File: src/rtl/drf_regs.vh
// constants for the dram refresh and self-refresh block
`ifndef DRF_REGS_VH
`define DRF_REGS_VH
`define DRF_MA_BANK_MASK     8'h10
`define DRF_BANK_MASK_RST    8'h00
`define DRF_BANK_MASK_W      4
`define DRF_CMD_REF_CA       3'b100
`define DRF_CMD_REF_ALL_BIT  3
`define DRF_CMD_MRW_CA       4'b0000
`define DRF_CLK_MHZ          20
`define DRF_CKESR_NS         15
`define DRF_CKESR_CYC        (((`DRF_CKESR_NS * `DRF_CLK_MHZ) + 999) / 1000)
`define DRF_XSR_NS           140
`define DRF_XSR_CYC          (((`DRF_XSR_NS * `DRF_CLK_MHZ) + 999) / 1000)
`define DRF_RFC_NS           130
`define DRF_RFC_CYC          (((`DRF_RFC_NS * `DRF_CLK_MHZ) + 999) / 1000)
`define DRF_SR_TICK_CYC      16'h0004
`define DRF_NUM_BANKS        4
`endif

File: src/rtl/drf_refresh_core.v
// refresh scheduling and self-refresh state of the memory device
// Functional notes
// - clock-enable low keeps self refresh; other inputs ignored there
// - device retains data by own timer, clock off, refreshes within minimum stay
// - exit settle time starts at third edge after clock-enable high, behind the two-flop synchroniser
// - no refresh performed in power-down
// - four-bit bank mask written by mode-register write at address 10h
// - masked bank gets no self refresh; its data not retained
// - unmasked bank coverage follows segment mask bits
`timescale 1ns/1ps
`include "drf_regs.vh"
module drf_refresh_core (
    input  wire       clk,
    input  wire       rst,
    input  wire       cke,
    input  wire       cs_n,
    input  wire [9:0] cmd_addr_bus,
    input  wire [3:0] segment_ok,
    output reg        in_self_refresh_ff,
    output reg        in_power_down_ff,
    output reg        exit_settle_ff,
    output wire       int_clk_en,
    output wire [3:0] bank_refresh,
    output wire [3:0] bank_mask,
    output reg        cmd_error_ff
);
    localparam ST_IDLE   = 2'd0;
    localparam ST_SREF   = 2'd1;
    localparam ST_PDOWN  = 2'd2;
    localparam ST_SETTLE = 2'd3;

    // =========================================
    // timing constants
    localparam [7:0]   MASK_RST  = `DRF_BANK_MASK_RST;
    localparam integer CKESR_I   = `DRF_CKESR_CYC;
    localparam integer XSR_I     = `DRF_XSR_CYC;
    localparam [7:0]   CKESR_CYC = CKESR_I[7:0];
    localparam [7:0]   XSR_CYC   = XSR_I[7:0];

    // state and engine handshake, declared here since the mask logic reads the state
    reg  [1:0] state_ff;
    wire       eng_busy;
    wire       eng_start;

    // =========================================
    // input synchronisers
    reg        cke_s1_ff, cke_ff, cs_s1_ff, cs_ff;
    reg [9:0]  ca_s1_ff, ca_ff;
    reg        cke_prev_ff;
    always @(posedge clk or posedge rst) begin
        if (rst) begin
            cke_s1_ff   <= 1'b0;
            cke_ff      <= 1'b0;
            cs_s1_ff    <= 1'b1;
            cs_ff       <= 1'b1;
            ca_s1_ff    <= 10'h000;
            ca_ff       <= 10'h000;
            cke_prev_ff <= 1'b0;
        end else begin
            cke_s1_ff   <= cke;
            cke_ff      <= cke_s1_ff;
            cs_s1_ff    <= cs_n;
            cs_ff       <= cs_s1_ff;
            ca_s1_ff    <= cmd_addr_bus;
            ca_ff       <= ca_s1_ff;
            cke_prev_ff <= cke_ff;
        end
    end

    // =========================================
    // command decode
    function is_ref_code;
        input [9:0] ca;
        begin
            is_ref_code = (ca[2:0] == `DRF_CMD_REF_CA);
        end
    endfunction
    function is_nop;
        input       csn;
        input [9:0] ca;
        begin
            is_nop = csn | (ca[2:0] == 3'b111);
        end
    endfunction
    wire sref_entry = cke_prev_ff & ~cke_ff & ~cs_ff & is_ref_code(ca_ff);
    wire pd_entry   = cke_prev_ff & ~cke_ff & ~sref_entry;
    wire refresh_all_banks_cmd  = cke_prev_ff & cke_ff & ~cs_ff & is_ref_code(ca_ff) & ca_ff[`DRF_CMD_REF_ALL_BIT];
    wire mrw_cmd    = cke_prev_ff & cke_ff & ~cs_ff & (ca_ff[3:0] == `DRF_CMD_MRW_CA);

    // =========================================
    // bank mask register
    // written only from idle, so a write during self refresh cannot change retention
    reg [3:0] mask_ff;
    reg       mrw_addr_ok_ff;
    reg       mrw_phase_ff;
    assign bank_mask = mask_ff;
    always @(posedge clk or posedge rst) begin
        if (rst) begin
            mask_ff        <= MASK_RST[3:0];
            mrw_phase_ff   <= 1'b0;
            mrw_addr_ok_ff <= 1'b0;
        end else if (mrw_phase_ff) begin
            // second half carries data; low four bits are the bank mask
            if (mrw_addr_ok_ff) mask_ff <= ca_ff[`DRF_BANK_MASK_W-1:0];
            mrw_phase_ff <= 1'b0;
        end else if (mrw_cmd && state_ff == ST_IDLE) begin
            mrw_phase_ff   <= 1'b1;
            mrw_addr_ok_ff <= ({ca_ff[9:4], 2'b00} == (`DRF_MA_BANK_MASK & 8'hfc)) &&
                              (ca_ff[9:4] == 6'h04);
        end
    end

    // =========================================
    // power state machine
    reg [15:0] tick_ff;
    reg [7:0]  stay_ff;
    reg [7:0]  settle_ff;
    reg        sr_refresh_done_ff;
    wire       sr_tick = (state_ff == ST_SREF) && (tick_ff == 16'h0000);
    wire       first_ref = (state_ff == ST_SREF) && !sr_refresh_done_ff;
    // self-refresh timer runs from reset clock here; a stopped pin clock is modelled by the enable output
    assign int_clk_en = (state_ff == ST_IDLE) || (state_ff == ST_SETTLE);
    always @(posedge clk or posedge rst) begin
        if (rst) begin
            state_ff           <= ST_IDLE;
            tick_ff            <= 16'h0000;
            stay_ff            <= 8'h00;
            settle_ff          <= 8'h00;
            sr_refresh_done_ff <= 1'b0;
            in_self_refresh_ff <= 1'b0;
            in_power_down_ff   <= 1'b0;
            exit_settle_ff     <= 1'b0;
            cmd_error_ff       <= 1'b0;
        end else begin
            case (state_ff)
                ST_IDLE: begin
                    if (sref_entry) begin
                        state_ff           <= ST_SREF;
                        in_self_refresh_ff <= 1'b1;
                        stay_ff            <= CKESR_CYC;
                        tick_ff            <= `DRF_SR_TICK_CYC;
                        sr_refresh_done_ff <= 1'b0;
                    end else if (pd_entry) begin
                        state_ff         <= ST_PDOWN;
                        in_power_down_ff <= 1'b1;
                    end
                end
                ST_SREF: begin
                    // only clock-enable is watched here
                    if (stay_ff != 8'h00) stay_ff <= stay_ff - 8'h01;
                    if (eng_start) sr_refresh_done_ff <= 1'b1;
                    tick_ff <= (tick_ff == 16'h0000) ? `DRF_SR_TICK_CYC : tick_ff - 16'h0001;
                    if (cke_ff) begin
                        state_ff           <= ST_SETTLE;
                        in_self_refresh_ff <= 1'b0;
                        exit_settle_ff     <= 1'b1;
                        settle_ff          <= XSR_CYC;
                        // sticky until reset so one early exit stays visible
                        if (stay_ff != 8'h00) cmd_error_ff <= 1'b1;
                    end
                end
                ST_PDOWN: begin
                    // no timer runs here, refresh stays with the controller
                    if (cke_ff) begin
                        state_ff         <= ST_IDLE;
                        in_power_down_ff <= 1'b0;
                    end
                end
                default: begin
                    if (settle_ff != 8'h00) settle_ff <= settle_ff - 8'h01;
                    if (!cke_ff) begin
                        // re-entry is the one allowed break in the settle time
                        state_ff           <= ST_SREF;
                        exit_settle_ff     <= 1'b0;
                        in_self_refresh_ff <= 1'b1;
                        stay_ff            <= CKESR_CYC;
                        tick_ff            <= `DRF_SR_TICK_CYC;
                        sr_refresh_done_ff <= 1'b0;
                    end else begin
                        if (!is_nop(cs_ff, ca_ff)) cmd_error_ff <= 1'b1;
                        if (settle_ff == 8'h01 || settle_ff == 8'h00) begin
                            state_ff       <= ST_IDLE;
                            exit_settle_ff <= 1'b0;
                        end
                    end
                end
            endcase
        end
    end

    // first internal refresh starts in the first self-refresh cycle if the engine is idle, the one cycle of the minimum stay
    assign eng_start = ((first_ref || sr_tick) && !eng_busy) ||
                       (refresh_all_banks_cmd && state_ff == ST_IDLE);
    drf_bank_refresh drf_bank_refresh_i (
        .clk             (clk),
        .rst             (rst),
        .start           (eng_start),
        .in_self_refresh (state_ff == ST_SREF),
        .bank_mask       (mask_ff),
        .segment_ok      (segment_ok),
        .bank_refresh_ff (bank_refresh),
        .busy            (eng_busy)
    );
endmodule // drf_refresh_core

File: src/rtl/drf_bank_refresh.v
// internal all-bank refresh engine with per-bank masking
`timescale 1ns/1ps
`include "drf_regs.vh"
module drf_bank_refresh (
    input  wire       clk,
    input  wire       rst,
    input  wire       start,
    input  wire       in_self_refresh,
    input  wire [3:0] bank_mask,
    input  wire [3:0] segment_ok,
    output reg  [3:0] bank_refresh_ff,
    output wire       busy
);
    localparam integer RFC_I   = `DRF_RFC_CYC;
    localparam [7:0]   RFC_CYC = RFC_I[7:0];
    reg [7:0] cnt_ff;
    wire [3:0] nxt_bank;
    assign busy = (cnt_ff != 8'h00);
    genvar g;
    // =========================================
    // per-bank gating
    generate
        for (g = 0; g < `DRF_NUM_BANKS; g = g + 1) begin : g_bank
            // masked bank never refreshed in self refresh, else segment bits decide
            assign nxt_bank[g] = start & ~(in_self_refresh & bank_mask[g])
                               & (~in_self_refresh | segment_ok[g]);
        end
    endgenerate
    always @(posedge clk or posedge rst) begin
        if (rst) begin
            cnt_ff          <= 8'h00;
            bank_refresh_ff <= 4'h0;
        end else begin
            if (start && !busy) begin
                cnt_ff          <= RFC_CYC;
                bank_refresh_ff <= nxt_bank;
            end else begin
                if (busy) cnt_ff <= cnt_ff - 8'h01;
                bank_refresh_ff <= 4'h0;
            end
        end
    end
endmodule // drf_bank_refresh

File: config.mk
export PLATFORM = sky130hd
export DESIGN_NAME = drf_refresh_core
export DESIGN_NICKNAME = d
export VERILOG_FILES = /design/src/rtl/drf_refresh_core.v /design/src/rtl/drf_bank_refresh.v
export VERILOG_INCLUDE_DIRS = /design/src /design/src/rtl
export SDC_FILE = /design/constraint.sdc
export NUM_CORES = 1
export LEC_CHECK = 0
export ABC_AREA = 1
export BUFFER_PORTS_ARGS = -buffer_cell sky130_fd_sc_hd__buf_2
export CORE_MARGIN = 1.5
export CORE_UTILIZATION = 40
export DETAILED_ROUTE_END_ITERATION = 12
export GPL_ROUTABILITY_DRIVEN = 0
export PLACE_DENSITY = 0.67
export SYNTH_ARGS = -nofsm -noshare
export SYNTH_HDL_FRONTEND = slang
export SYNTH_HIERARCHICAL = 1
export SYNTH_SLANG_ARGS = --single-unit
File: constraint.sdc
create_clock -name clk -period 3.05 [get_ports clk]
set_clock_uncertainty 0.05 [all_clocks]
set_input_delay 0 -clock clk [delete_from_list [all_inputs] [get_ports clk]]
set_output_delay 0 -clock clk [all_outputs]
set_load 0.02 [all_outputs]
==> results.yml <==
outcome:
  status: "finished clean"
yosys:
  ys_seq_area_share_pct: 51.1
  netlist_instances: 483
  avgSynthCellArea_um2: 8.33
  async_flop_share_pct: 100
  synth_area_mm2: 0.00402
  syn-num-nets: 513
  synth_edf_count: 0
  ys_warn_count: 6
  ys_seq_elements: 82
  synth_ff_type: "dfrtp_1"
  synth_cell_types: 35
final_layout:
  mostFrequentLayoutCell: "nand2_1"
  antenna_cells: 0
  fillers: 958
  fin_cells: 677
  drive_gt1_share_pct: 17.1
  nNetsFinal: 569
  layout_common_cells: "110 x nand2_1, 80 x dfrtp_1, 66 x nor2_1, 63 x inv_1, 33 x nand3_1"
  syn_to_final_growth_pct: 16.4
timing:
  rsz0062_at_grt: "no"
  hold_violations: 0
  setup_viol: 0
  fin_crit_sh_pct: 68.8
  slew_violations: 0
  fmax_mhz: 477
  tightestPinTransition_ps: 800
  period_minus_slack_ps: 2100
  slew_headroom_pct: 46.6
  fin_setup_tns_ps: 0
worst_setup_path:
  crit_type: "register to register"
  cp.arrival_ps: 2300
  cp_max_fo: 12
  startpoint_type: "register"
  cp_slowest_cell: "dfrtp_1"
  path_buf_inv: 3
  crit_chain: "inv_1, ha_1, buf_4, inv_2, nor2_1, nor2_1, o21ai_1, nand2_2, nand2_1, xor2_1, nor2_1"
  cpLargestDelayFamily: "simple AND/OR/NAND/NOR gates"
  crit_path_frequent_cell: "nor2_1"
  critPathMaxStageDelay_ps: 420
  required_ps: 3250
  end_kind: "register"
clock_tree:
  cts.clk_slew.worst_paths_ps: 100
  cts_resized: 0
  cts_tree: "built"
  cts-htree-levels: 3
  hold_buffers: 17
  cts-root-buf: "clkbuf_8"
  clkSinkCount: 82
  cts_buffer_depth: 2
  post_cts_buffers: 0
  cts_made_buffers: 9
  clkLatencyLatePin_ps: 360
power_and_ir_drop:
  power.total_mw: 4.04
  ir_worst_vdd_mv: 0.470
  cellLeakagePower_nw: 2.39
  p_per_area_mw_per_mm2: 861
flow_run:
  maxCapViolations: 0
grt:
  overflow: 0
  grt_pass1_vias: 3165
  grt_usage_pct: 16.4
  grt_pass1_wl_mm: 13.5
  grt_max_degree: 41
  antenna_found_initial: 0
place:
  place_inst: 644
  io_buffers: 30
  dp.final_hpwl_mm: 5.53
die:
  pin_count: 31
  die_h_um: 103
  die_w_um: 103
  coreArea_mm2: 0.00977
  initial_utilization_pct: 41.2
  die-area_mm2: 0.0107
  rows: 36
drt:
  drtIter0Drc: 133
  routed-wl-met2_mm: 3.77
  routed.top_layer: "met4"
  first_pass_iters: 4
  detail_route.wirelength.met1_mm: 3.52
  vias: 3162
  ant_nets: 0
  wire_per_inst_um: 11.2
  totalWireLength_mm: 7.56
  drc: 0
  wl_met3_um: 199
  viasPerCell: 4.67
min_path:
  hold_path_class: "input pin to asynchronous set/reset pin"
tightest hold or removal path: stages:
cell and delay [ps]:
dlygate4sd3_1 540, buf_2 130, inv_1 340
stage by stage:
step	utilization (%)	setup slack (ps)	area (um^2)	hold slack [ps]
3_5_place_dp	44.1	973	4310	10.3
3_3_place_gp	44.1	1040	4310	-9.18
6_report	47.9	952	4690	160
5_1_grt	47.9	757	4690	198
4_1_cts	47.9	944	4690	165
2_1_floorplan	-	1240	4020	-185
power by group:
group | switching, mW | internal, mW | total, mW
sequential | 0.199 | 1.33 | 1.53
clock | 0.471 | 0.330 | 0.801
combinational | 1.12 | 0.582 | 1.70
total | 1.79 | 2.25 | 4.04
worst paths after layout:
check / start / end / slack [ps] / cells past startpoint
setup / recovery: state_ff[1] / settle_ff[5] / 950 / 11
hold / removal: rst / drf_bank_refresh_i/cnt_ff[6] / 160 / 3
setup reg to reg: state_ff[1] / settle_ff[5] / 950 / 11
hold reg to reg: cke_s1_ff / cke_ff / 300 / 0
max in group asynchronous: rst / cs_s1_ff / 1840 / 4
min in group clk: cmd_addr_bus[3] / ca_s1_ff[3] / 230 / 2
final cells by class:
class	instances	area [um^2]	share of cell area, %
Clock buffer	9	124	2.64
Clock inverter	7	78.8	1.68
Inverter	71	267	5.69
Multi-Input combinational cell	324	1650	35.1
Sequential cell	82	2050	43.8
Tap cell	133	166	3.55
Timing Repair Buffer	51	350	7.48
kinds of logic (layout without fill, tap and decap cells):
logic type | Yosys count | after routing | synth area share [%]
compound gates | 48 | 48 | 6.78
xor+xnor | 6 | 6 | 1.31
fa+ha+maj | 12 | 12 | 3.73
buf+inv | 77 | 138 | 8.05
flops | 82 | 82 | 51.1
mux | 1 | 1 | 0.280
simple gates | 257 | 257 | 28.8
synth_stat cells (4+ instances only):
cell type    n  area, um^2
inv_2        7        26.3
xor2_1       6        52.6
dfrtp_1     80        2000
nand3_1     33         165
nand2_2      4        25.0
nand2_4      4        45.0
o21ai_1     10        50.1
nor3_1      11        55.1
ha_1        12         150
nor2_2      12        75.1
nand2_1    110         413
nand4_1      9        56.3
o21ai_0     20         100
a21oi_1      7        35.0
nor2_1      66         248
inv_1       64         240
flip-flops by register name, indices dropped and copies added, names as in the netlist:
| signal | count |
|---|---|
| bank_mask | 4 |
| ca_ff | 10 |
| ca_s1_ff | 10 |
| cke_ff | 1 |
| cke_prev_ff | 1 |
| cke_s1_ff | 1 |
| cmd_error_ff | 1 |
| cs_ff | 1 |
| cs_s1_ff | 1 |
| drf_bank_refresh_i/bank_refresh_ff | 4 |
| drf_bank_refresh_i/cnt_ff | 8 |
| exit_settle_ff | 1 |
| in_power_down_ff | 1 |
| in_self_refresh_ff | 1 |
| mrw_addr_ok_ff | 1 |
| mrw_phase_ff | 1 |
| settle_ff | 8 |
| sr_refresh_done_ff | 1 |
| state_ff | 2 |
| stay_ff | 8 |
| tick_ff | 16 |
per-layer routing:
layer	up-vias	track usage, %
li1	1632	-
met1	1485	19.8
met2	37	28.5
met3	8	3.16
met4	0	7.28
met5	-	0
No activity file was read; power rests on OpenSTA's default activity.
